$ cat config.mk
export PLATFORM = sky130hd
export DESIGN_NAME = ismsv_top
export DESIGN_NICKNAME = d
export VERILOG_FILES = /design/src/rtl/ismsv_pkg.sv /design/src/rtl/ismsv_sync.sv /design/src/rtl/ismsv_top.sv
export SDC_FILE = /design/constraint.sdc
export NUM_CORES = 1
export LEC_CHECK = 0
export ABC_AREA = 1
export BUFFER_PORTS_ARGS = -buffer_cell sky130_fd_sc_hd__clkbuf_2
export CORE_UTILIZATION = 23
export CTS_CLUSTER_DIAMETER = 80
export DETAILED_ROUTE_END_ITERATION = 8
export PLACE_DENSITY = 0.36
export SLEW_MARGIN = 25
export SYNTH_ARGS = -nofsm -noshare
export SYNTH_HDL_FRONTEND = slang
export SYNTH_SLANG_ARGS = --single-unit
export TNS_END_PERCENT = 10
$ cat constraint.sdc
create_clock -name ref_clk -period 3 [get_ports ref_clk]
set_input_delay 0.3 -clock ref_clk [delete_from_list [all_inputs] [get_ports ref_clk]]
set_output_delay 0.3 -clock ref_clk [all_outputs]
set_load 0.005 [all_outputs]
$ cat src/rtl/ismsv_pkg.sv
/*
 * package for the isolated supply mode supervisor: mode codes, soft-start
 * timing, APB register map, field positions and reset values.
 * assumes nothing beyond a SystemVerilog compiler.
 */
package ismsv_pkg;

	// =====================================================================
	// modes
	typedef enum logic [2:0] {
		MODE_DISABLE  = 3'b000,
		MODE_SOFTSTRT = 3'b001,
		MODE_NORMAL   = 3'b010,
		MODE_AUTOREC  = 3'b011,
		MODE_LATCHED  = 3'b100
	} ismsv_mode_t;

	// =====================================================================
	// timing
	localparam int unsigned CLK_HZ        = 40000000;
	localparam int unsigned SS_TIME_US    = 1000;
	localparam int unsigned SS_CYCLES     = (CLK_HZ / 1000000) * SS_TIME_US;
	localparam int unsigned RAMP_W        = 8;
	localparam logic [RAMP_W-1:0] RAMP_MAX = 8'hFF;

	// =====================================================================
	// register map (byte addresses)
	localparam logic [7:0] ADDR_CTRL   = 8'h00;
	localparam logic [7:0] ADDR_STATUS = 8'h04;
	localparam logic [7:0] ADDR_IRQ_ST = 8'h08;
	localparam logic [7:0] ADDR_IRQ_MK = 8'h0C;

	// ctrl fields
	localparam int unsigned CTRL_SS_BYPASS = 0;
	localparam logic [31:0] CTRL_RST       = 32'h0000_0000;

	// irq bits
	localparam int unsigned IRQ_W          = 4;
	localparam int unsigned IRQ_NORMAL     = 0;
	localparam int unsigned IRQ_LATCH      = 1;
	localparam int unsigned IRQ_LOCKOUT    = 2;
	localparam int unsigned IRQ_OUT_UV     = 3;
	localparam logic [IRQ_W-1:0] IRQ_MK_RST = 4'h0;

	// status fields
	localparam int unsigned ST_MODE_LSB    = 0;
	localparam int unsigned ST_RAMP_LSB    = 8;
	localparam int unsigned ST_MODE_W      = 3;
	localparam int unsigned ST_LATCH_POS   = 3;

endpackage

$ cat src/rtl/ismsv_sync.sv
/*
 * two-flop synchroniser for a bus of level flags.
 * assumes the inputs are slow levels; multi-bit skew is harmless because
 * each flag is consumed independently.
 */
`timescale 1ns/10ps
`default_nettype none
module ismsv_sync #(
	parameter int unsigned W = 1
) (
	input  wire logic         ref_clk, // clock
	input  wire logic         rstn,    // async reset, active low
	input  wire logic [W-1:0] async_i, // asynchronous levels
	output logic      [W-1:0] sync_o   // synchronised levels
);
	logic [W-1:0] meta_q;
	logic [W-1:0] meta_d;
	logic [W-1:0] sync_q;
	logic [W-1:0] sync_d;

	always_comb begin
		meta_d = async_i;
		sync_d = meta_q;
	end

	always_ff @(posedge ref_clk or negedge rstn) begin
		if (!rstn) begin
			meta_q <= '0;
			sync_q <= '0;
		end else begin
			meta_q <= meta_d;
			sync_q <= sync_d;
		end
	end

	assign sync_o = sync_q;
endmodule
`default_nettype wire

$ cat src/rtl/ismsv_top.sv
/*
 * mode supervisor of an isolated power module: picks one of five modes from
 * the lockout flags, the enable pin and the fault flags, gates switching,
 * ramps soft-start and drives the open-drain power-good pin; APB registers.
 * assumes lockout and fault flags come from analog comparators (async).
 */
// Chosen here: the address map and the APB slave port.
`timescale 1ns/10ps
`default_nettype none
module ismsv_top
	import ismsv_pkg::*;
#(
	parameter int unsigned SS_CNT = SS_CYCLES
) (
	input  wire logic        ref_clk,         // 40 MHz clock
	input  wire logic        rstn,            // async reset, active low
	input  wire logic        converter_enable_input, // enable pin level
	input  wire logic        input_undervoltage_lockout, // supply below rising level
	input  wire logic        input_overvoltage_lockout,  // supply above overvoltage level
	input  wire logic        analog_uv_reset, // supply below analog falling level
	input  wire logic        fault_other,     // any latching fault (ovp, otp...)
	input  wire logic        out_recovered,   // both outputs above recovery level
	output logic             switch_en,       // converter switching gate
	output logic [RAMP_W-1:0] ramp_level,     // soft-start duty/reference ramp
	output logic             power_good_n_o,  // power-good pin drive value (0)
	output logic             power_good_n_oe_n, // power-good enable, low drives
	output logic             irq,             // interrupt, active high
	input  wire logic [31:0] paddr,           // apb address
	input  wire logic        psel,            // apb select
	input  wire logic        penable,         // apb enable
	input  wire logic        pwrite,          // apb direction
	input  wire logic [31:0] pwdata,          // apb write data
	output logic [31:0]      prdata,          // apb read data
	output logic             pready,          // apb ready
	output logic             pslverr          // apb error
);
	// =====================================================================
	// input synchronisation
	logic [5:0] raw_in;
	logic [5:0] syn_in;
	logic       en_s, lo_uv_s, lo_ov_s, auv_s, flt_s, rec_s;

	assign raw_in = {converter_enable_input, input_undervoltage_lockout,
		input_overvoltage_lockout, analog_uv_reset, fault_other, out_recovered};

	ismsv_sync #(.W(6)) u_sync (
		.ref_clk (ref_clk),
		.rstn    (rstn),
		.async_i (raw_in),
		.sync_o  (syn_in)
	);

	// an undriven enable reads low here via the pull-down; nothing else
	assign {en_s, lo_uv_s, lo_ov_s, auv_s, flt_s, rec_s} = syn_in;

	// =====================================================================
	// mode state
	ismsv_mode_t       mode_q, mode_d;
	logic              latch_q, latch_d;
	logic              en_prev_q, en_prev_d;
	logic [31:0]       ss_cnt_q, ss_cnt_d;
	logic [RAMP_W-1:0] ramp_q, ramp_d;
	logic              uv_evt;
	logic              ss_bypass;
	logic              lockout;
	logic              en_fall;

	assign lockout = lo_uv_s | lo_ov_s;
	assign en_fall = en_prev_q & ~en_s;

	always_comb begin
		mode_d    = mode_q;
		latch_d   = latch_q;
		en_prev_d = en_s;
		ss_cnt_d  = ss_cnt_q;
		ramp_d    = ramp_q;
		uv_evt    = 1'b0;
		// latch survives overvoltage lockout; only an analog dip or a falling enable edge clears it
		if (auv_s || en_fall) begin
			latch_d = 1'b0;
		end
		unique case (mode_q)
			MODE_DISABLE: begin
				ramp_d   = '0;
				ss_cnt_d = '0;
				if (en_s) begin
					mode_d = MODE_SOFTSTRT;
				end
			end
			MODE_SOFTSTRT: begin
				// undervoltage check ignored while ramping
				ss_cnt_d = ss_cnt_q + 32'h0000_0001;
				if (ramp_q != RAMP_MAX) begin
					ramp_d = ramp_q + {{(RAMP_W-1){1'b0}}, 1'b1};
				end
				if (!en_s) begin
					mode_d = MODE_DISABLE;
				end else if (ss_bypass || ss_cnt_q >= SS_CNT - 1) begin
					if (!rec_s) begin
						uv_evt  = 1'b1;
						latch_d = 1'b1;
						mode_d  = MODE_LATCHED;
					end else begin
						ramp_d = RAMP_MAX;
						mode_d = MODE_NORMAL;
					end
				end
			end
			MODE_NORMAL: begin
				if (!en_s) begin
					mode_d = MODE_DISABLE;
				end else if (!rec_s) begin
					uv_evt  = 1'b1;
					latch_d = 1'b1;
					mode_d  = MODE_LATCHED;
				end
			end
			MODE_AUTOREC: begin
				ramp_d   = '0;
				ss_cnt_d = '0;
				if (!lockout) begin
					if (latch_d) begin
						mode_d = MODE_LATCHED;
					end else if (en_s) begin
						mode_d = MODE_SOFTSTRT;
					end else begin
						mode_d = MODE_DISABLE;
					end
				end
			end
			MODE_LATCHED: begin
				ramp_d   = '0;
				ss_cnt_d = '0;
				if (!latch_d && !flt_s) begin
					mode_d = en_s ? MODE_SOFTSTRT : MODE_DISABLE;
				end
			end
			default: begin
				mode_d = MODE_AUTOREC;
			end
		endcase
		if (flt_s && mode_q != MODE_AUTOREC) begin
			latch_d = 1'b1;
			mode_d  = MODE_LATCHED;
		end
		if (lockout) begin
			mode_d = MODE_AUTOREC;
		end
	end

	always_ff @(posedge ref_clk or negedge rstn) begin
		if (!rstn) begin
			mode_q    <= MODE_AUTOREC;
			latch_q   <= 1'b0;
			en_prev_q <= 1'b0;
			ss_cnt_q  <= '0;
			ramp_q    <= '0;
		end else begin
			mode_q    <= mode_d;
			latch_q   <= latch_d;
			en_prev_q <= en_prev_d;
			ss_cnt_q  <= ss_cnt_d;
			ramp_q    <= ramp_d;
		end
	end

	// =====================================================================
	// pin outputs; switching gate and power-good enable registered from the next mode
	logic sw_q, sw_d;
	logic good_oe_n_q, good_oe_n_d;

	always_comb begin
		sw_d        = (mode_d == MODE_SOFTSTRT) || (mode_d == MODE_NORMAL);
		good_oe_n_d = (mode_d != MODE_NORMAL);
	end

	always_ff @(posedge ref_clk or negedge rstn) begin
		if (!rstn) begin
			sw_q        <= 1'b0;
			good_oe_n_q <= 1'b1;
		end else begin
			sw_q        <= sw_d;
			good_oe_n_q <= good_oe_n_d;
		end
	end

	assign switch_en         = sw_q;
	assign ramp_level        = ramp_q;
	assign power_good_n_o    = 1'b0;
	assign power_good_n_oe_n = good_oe_n_q;

	// =====================================================================
	// apb slave and interrupts
	logic [31:0]      ctrl_q, ctrl_d;
	logic [IRQ_W-1:0] ist_q, ist_d;
	logic [IRQ_W-1:0] imk_q, imk_d;
	logic [31:0]      rd_q, rd_d;
	logic             rdy_q, rdy_d;
	logic             err_q, err_d;
	logic             irq_q, irq_d;
	logic [IRQ_W-1:0] evt;
	logic             acc;
	logic             wr;

	assign ss_bypass = ctrl_q[CTRL_SS_BYPASS];
	assign acc = psel & penable & ~rdy_q;
	assign wr  = acc & pwrite;

	always_comb begin
		evt             = '0;
		evt[IRQ_NORMAL] = (mode_d == MODE_NORMAL) && (mode_q != MODE_NORMAL);
		evt[IRQ_LATCH]  = (mode_d == MODE_LATCHED) && (mode_q != MODE_LATCHED);
		evt[IRQ_LOCKOUT] = (mode_d == MODE_AUTOREC) && (mode_q != MODE_AUTOREC);
		evt[IRQ_OUT_UV] = uv_evt;
		ctrl_d = ctrl_q;
		imk_d  = imk_q;
		ist_d  = ist_q;
		rd_d   = '0;
		err_d  = 1'b0;
		rdy_d  = acc;
		if (wr && paddr[7:0] == ADDR_IRQ_ST) begin
			ist_d = ist_q & ~pwdata[IRQ_W-1:0];
		end
		ist_d = ist_d | evt; // set wins over clear
		if (acc) begin
			unique case (paddr[7:0])
				ADDR_CTRL: begin
					rd_d = ctrl_q;
					if (pwrite) ctrl_d = pwdata;
				end
				ADDR_STATUS: begin
					rd_d = '0;
					rd_d[ST_MODE_LSB +: ST_MODE_W] = mode_q;
					rd_d[ST_LATCH_POS]             = latch_q;
					rd_d[ST_RAMP_LSB +: RAMP_W] = ramp_q;
				end
				ADDR_IRQ_ST: rd_d = {{(32-IRQ_W){1'b0}}, ist_q};
				ADDR_IRQ_MK: begin
					rd_d = {{(32-IRQ_W){1'b0}}, imk_q};
					if (pwrite) imk_d = pwdata[IRQ_W-1:0];
				end
				default: err_d = 1'b1;
			endcase
		end
		irq_d = |(ist_d & imk_d);
	end

	always_ff @(posedge ref_clk or negedge rstn) begin
		if (!rstn) begin
			ctrl_q <= CTRL_RST;
			ist_q  <= '0;
			imk_q  <= IRQ_MK_RST;
			rd_q   <= '0;
			rdy_q  <= 1'b0;
			err_q  <= 1'b0;
			irq_q  <= 1'b0;
		end else begin
			ctrl_q <= ctrl_d;
			ist_q  <= ist_d;
			imk_q  <= imk_d;
			rd_q   <= rd_d;
			rdy_q  <= rdy_d;
			err_q  <= err_d;
			irq_q  <= irq_d;
		end
	end

	assign prdata  = rd_q;
	assign pready  = rdy_q;
	assign pslverr = err_q;
	assign irq     = irq_q;

	// =====================================================================
	// checks
	property p_lock;
		@(posedge ref_clk) disable iff (!rstn) lockout |=> mode_q == MODE_AUTOREC;
	endproperty
	a_lock: assert property (p_lock) else $error("lockout not auto-recovery");
	// pin drive registers on the same edge as the mode, so compare in one cycle
	property p_good;
		@(posedge ref_clk) disable iff (!rstn)
			power_good_n_oe_n == (mode_q != MODE_NORMAL);
	endproperty
	a_good: assert property (p_good) else $error("power-good drive not tied to normal");
	property p_dis;
		@(posedge ref_clk) disable iff (!rstn) (mode_q == MODE_DISABLE) |-> !switch_en;
	endproperty
	a_dis: assert property (p_dis) else $error("switching in disable");
	property p_stay;
		@(posedge ref_clk) disable iff (!rstn)
			(mode_q == MODE_LATCHED && !auv_s && !en_fall && latch_q && !lockout)
			|=> mode_q == MODE_LATCHED;
	endproperty
	a_stay: assert property (p_stay) else $error("latch left without reset");
	property p_flt;
		@(posedge ref_clk) disable iff (!rstn)
			(flt_s && !lockout && mode_q != MODE_AUTOREC) |=> mode_q == MODE_LATCHED;
	endproperty
	a_flt: assert property (p_flt) else $error("fault did not latch");
	property p_ss;
		@(posedge ref_clk) disable iff (!rstn)
			(mode_q != MODE_SOFTSTRT && mode_q != MODE_NORMAL)
			|=> mode_q != MODE_NORMAL;
	endproperty
	a_ss: assert property (p_ss) else $error("normal without soft-start");
	property p_ovl;
		@(posedge ref_clk) disable iff (!rstn)
			(mode_q == MODE_AUTOREC && latch_q && !auv_s && !en_fall)
			|=> latch_q;
	endproperty
	a_ovl: assert property (p_ovl) else $error("lockout cleared latch");
	property p_en;
		@(posedge ref_clk) disable iff (!rstn) en_fall |=> !latch_q || $past(flt_s);
	endproperty
	a_en: assert property (p_en) else $error("enable toggle kept latch");
	property p_auv;
		@(posedge ref_clk) disable iff (!rstn)
			(auv_s && !flt_s && mode_q != MODE_SOFTSTRT && mode_q != MODE_NORMAL)
			|=> !latch_q;
	endproperty
	a_auv: assert property (p_auv) else $error("analog dip kept latch");
endmodule
`default_nettype wire

* Yosys cells after proc, flatten, opt, wreduce, memory -nomap -nowiden
Cells that the tools add are included.
Operators by class: bitwise gates (word level) 11, equal/unequal tests 16, $lt $le $gt $ge 1, multiplexer cells 38, reduce and logical (&&, ||, !) cells 18, add/subtract/negate cells 2
Operators by type and width (count):
- $pmux W32 S4 | 1
- $pmux W32 S2 | 1
- $add A32 B1 Y32 const B | 1
- $ge A32 B16 Y1 const B | 1
- $mux W32 | 1
- $mux W8 | 4
- $mux W3 | 10
- $eq A8 B4 Y1 const B | 2
- $mux W4 | 4
- $pmux W8 S2 | 1
- $pmux W3 S5 | 1
- $mux W1 | 13
- $eq A3 B2 Y1 const B | 4
- $ne A3 B2 Y1 const B | 3
- $add A8 B1 Y8 const B | 1
- $and A4 B4 Y4 | 2
- $eq A8 B3 Y1 const B | 1
- $logic_not A8 Y1 | 1
- $ne A8 B8 Y1 const B | 1
- $reduce_or A4 Y1 | 2
- $eq A3 B1 Y1 const B | 2
- $eq A3 B3 Y1 const B | 2
- $logic_and A1 B1 Y1 | 6
- $and A1 B1 Y1 | 4
- 12 further kinds | 17
Word-level totals: input port bits 75, register bits after elaboration 134, output and inout bits 46, logic and storage cells 102

* Logic depth before layout (Yosys ltp)
depth after elaboration 15, mapped depth 17

* Cells and area by module
Synthesis repeated with hierarchy kept, for this count alone.
Unflattened totals: cell total of the unflattened synthesis 683, area total of the unflattened synthesis 6160.9 µm²
By module, submodules not included:
- ismsv_top | cells an instance 671, instances 1, area an instance 5860.6 µm²
- ismsv_sync | cells an instance 12, instances 1, area an instance 300.3 µm²

* Worst setup path before layout
OpenSTA, ideal clock, no wires.
path type reg2reg, from register ss_cnt_q[0], to register ss_cnt_q[26], arrival time 1.676 ns, setup time 0.117 ns, clock period less this slack 1.793 ns, buffers on the path 0, cell stages (with the launch flop) 15, slack 1.207 ns, cell sequence dfrtp_1 ha_1 nand2_2 nor2_4 nand2_2 nor2_2 nand3_2 nor2_2 nand2_2 nor4_2 nand2_1 nor2_2 nand2_1 nand3_1 nand2_1
Between the ends: word-level cells in the longest chain between the ends 2
Ends and longest elaborated chain:
- from (decl) | RTL line ismsv_top.sv:61 | logic [31:0] ss_cnt_q, ss_cnt_d;
- from (signal assigned) | RTL line ismsv_top.sv:162 | ss_cnt_q <= ss_cnt_d;
- $add A32 B1 Y32 | RTL line ismsv_top.sv:92 | ss_cnt_d = ss_cnt_q + 32'h0000_0001;
- $pmux W32 S2 | RTL line ismsv_top.sv:82 | unique case (mode_q)
No other way between the ends. A chain may end at the register's enable or synchronous reset.

* Worst setup path in the final report
Ends and elaborated chain as after synthesis.

==> run summary <==
Root buffer cell - clkbuf_16
Final setup vio count - 0
CP endpoint kind - flip-flop
Post-Place Setup Slack - 781 ps
Vias in the first global route - 4799
Mux cell area share after synthesis - 5.15%
Crit start category - flip-flop
Post-route minimum period - 2220 ps
Largest net degree at the start of global routing - 75
Leakage - 3.65 nW
Synth top area cells - dfrtp_1, nand2_1, mux2_2
Drt pass-1 iters - 4
Core ar. - 26100 µm²
Syn. warnings - 0
Fillers - 2805
Core Rows - 59
Worst Hold Margin - 95.0 ps
Max Root-Sink Buffers - 2
Largest family of logic cells by synthesized area - simple AND/OR/NAND/NOR gates
Seq cells post-synth - 134
Routed WL per cell - 14.1 µm
Fin. max-slew vios - 0
Number of inserted diodes - 0
Width of the die - 165 µm
Avg Cell Area, Syn - 8.90 µm²
Synth Area in Compound Gates - 9.61%
Status - finished clean
Post-Synth Simple-Gate Area - 23.4%
H-tree levels - 4
Worst min path class - input port to flip-flop
Most frequent cells in the layout - nand2_1, dfrtp_1, clkbuf_2
Antenna violations before repair - 0
Crit path largest cell delay - 410 ps
Setup TNS - 0 ps
Grt total ovfl - 0
Dpl cells - 1110
F_max - 451 MHz
Register area share after synthesis - 54.8%
First-pass GRT wire length - 26.0 mm
Routed Antenna Nets - 0
DRT Wirelength - 16.2 mm
Worst-Margin Slew - 766 ps
Worst VDD drop - 0.234 mV
Via count - 4935
P&R area growth vs syn - 25.9%
Skew final - 13.2 ps
Share of layout cells above drive strength 1 - 24.1%
Clk pin slew, worst setup/hold paths - 70 ps
Drt drc - 0
DR iter-0 viols - 339
Cells after Synth - 688
Port bufs - 95
Tcrit/Tclk final - 74.0%
CTS buffer count - 17
Vias per cell - 4.30
Die area - 27300 µm²
Slew Limit Headroom - 48.8%
Finished Layout Cells - 1149
Power per standard cell area - 560 nW/µm²
RSZ-0062 raised after global routing - no
Worst Slack Setup Final - 781 ps
Initial Util - 23.5%
Yosys top cell area share - 53.5%
# clock sinks - 134
CP cell instances - ha_1, nand2_2, nor2_4, nand2_2, nor2_2, nand3_2, nor2_2, nand2_2, nor4_2, nand2_1, nor2_2, nand2_1, nand3_1, nand2_1
I/O pin count - 121
GRT Resource Usage Total - 12.6%
Post-Syn Area - 6120 µm²
Synth Net Count - 765
Worst-path maximum fanout - 5
Hold Fails Final Rpt - 0
Commonest non-fill, non-tap cell in the layout - nand2_1
Worst skew pair latency - 430 ps
Final net count - 878
Die height - 165 µm
WP data required - 3320 ps
Largest area contributor in the netlist - dfrtp_1
Synth cell types - 43
Gp weighted congestion - 0.734
Max-cap viol count - 0
Adder-cell share of the synthesized area - 0.409%
CP arrival - 2540 ps
Setup CP Type - flip-flop to flip-flop
Dpl hpwl - 11.2 mm
Post-Synth XOR/XNOR Area - 0.286%
CTS tree - built
Crit-path slowest cell - dfrtp_1
-- registers in the layout, indices dropped and copies added, names as in the netlist, 3 cells and up --
name	count
prdata	32
ist_q	4
mode_q	3
u_sync.sync_o	6
ramp_level	8
ss_cnt_q	32
ctrl_q	32
u_sync.meta_q	6
imk_q	4
-- layer usage --
metal,global-route usage [%],vias to the layer above,part of all wire [%]
met5,0,-,0
met4,4.63,0,1.0
li1,-,2491,-
met1,17.2,2354,49
met3,2.67,10,3.8
met2,19.5,80,46
-- cell type report --
cell class              count  area, µm²  share of cell area [%]
multi-input cells         457       2380                    30.9
clock inverters            15        191                    2.48
inverters                  77        289                    3.75
repair buffers            114        642                    8.33
clock buffers              17        425                    5.52
well taps                 335        419                    5.44
flip-flops and latches    134       3360                    43.6
-- worst paths after layout --
kind | startpoint | to | slack [ps] | cells after the start
min reg2reg | u_sync.meta_q[4] | u_sync.sync_o[4] | 350 | 0
min | pwdata[30] | ctrl_q[30] | 90 | 2
min in group asynchronous | rstn | ctrl_q[12] | 470 | 2
max | ss_cnt_q[0] | ss_cnt_q[26] | 780 | 14
max in group asynchronous | rstn | u_sync.sync_o[1] | 1700 | 3
max reg2reg | ss_cnt_q[0] | ss_cnt_q[26] | 780 | 14
-- where the power goes --
part / switching, mW / internal, mW / leakage (nW) / total (mW)
Sequential: 0.0237 / 1.84 / 1.80 / 1.86
Clock: 0.890 / 1.33 / 0.297 / 2.22
Combinational: 0.158 / 0.0789 / 1.55 / 0.237
Total: 1.07 / 3.25 / 3.65 / 4.32
-- kinds of logic (layout without fill, tap and decap cells) --
group	count (synthesis)	count (layout)
AOI/OAI and AO/OA	100	100
xor gates and xnor gates	2	2
adders and majority gates	2	2
buffers and inverters	97	223
DFF	134	134
muxes	28	28
other	1	1
and+or+nand+nor	324	324
-- cells in the mapped netlist --
| cell type | number |
|---|---|
| inv_2 | 1 |
| xor2_1 | 2 |
| nand2_2 | 7 |
| inv_1 | 76 |
| nand4_1 | 14 |
| nand3_1 | 29 |
| nand3b_1 | 2 |
| a221oi_1 | 4 |
| conb_1 | 1 |
| o22ai_1 | 9 |
| ha_1 | 2 |
| nor3_1 | 14 |
| nor4_4 | 1 |
| a21oi_1 | 22 |
| o31ai_2 | 1 |
| nor2_2 | 7 |
| a21boi_1 | 1 |
| nand3_2 | 1 |
| nor4_1 | 2 |
| o22a_1 | 1 |
| a22o_1 | 3 |
| o41ai_1 | 1 |
| mux2_1 | 1 |
| dfrtp_1 | 131 |
| buf_6 | 1 |
| a32o_1 | 2 |
| buf_4 | 2 |
| buf_2 | 5 |
| or2_2 | 2 |
| o21ai_1 | 2 |
| nand2_4 | 1 |
| buf_1 | 1 |
| a21boi_0 | 1 |
| o21ai_0 | 47 |
| mux2_2 | 27 |
| nor4_2 | 3 |
| dfstp_2 | 3 |
| o32ai_1 | 4 |
| clkbuf_1 | 11 |
| nor2_1 | 81 |
| nand2_1 | 158 |
| o211ai_1 | 2 |
| nor2_4 | 2 |
-- worst max-delay path, delay by kind of cell (launching register included) --
kind	cells	cell delay (ps)
AND/OR/NAND/NOR	13	1500
adder cells (fa/ha/maj)	1	200
flip-flops	1	410
-- metrics by stage --
| stage | power [mW] | instance area [µm²] | utilization [%] |
|---|---|---|---|
| floorplan | 2.00 | 6120 | - |
| global placement | 2.14 | 7020 | 26.9 |
| detailed placement | 2.13 | 7020 | 26.9 |
| CTS | 4.40 | 7710 | 29.6 |
| global route | 4.52 | 7710 | 29.6 |
| finish | 4.32 | 7710 | 29.6 |
-- timing repair --
action | CTS | global route
hold endpoints to repair | 74 | 0
buffers inserted | 0 | 0
gates resized for setup | 0 | 0
hold buffers | 7 | 0
Power figures use the tool's default switching activity.
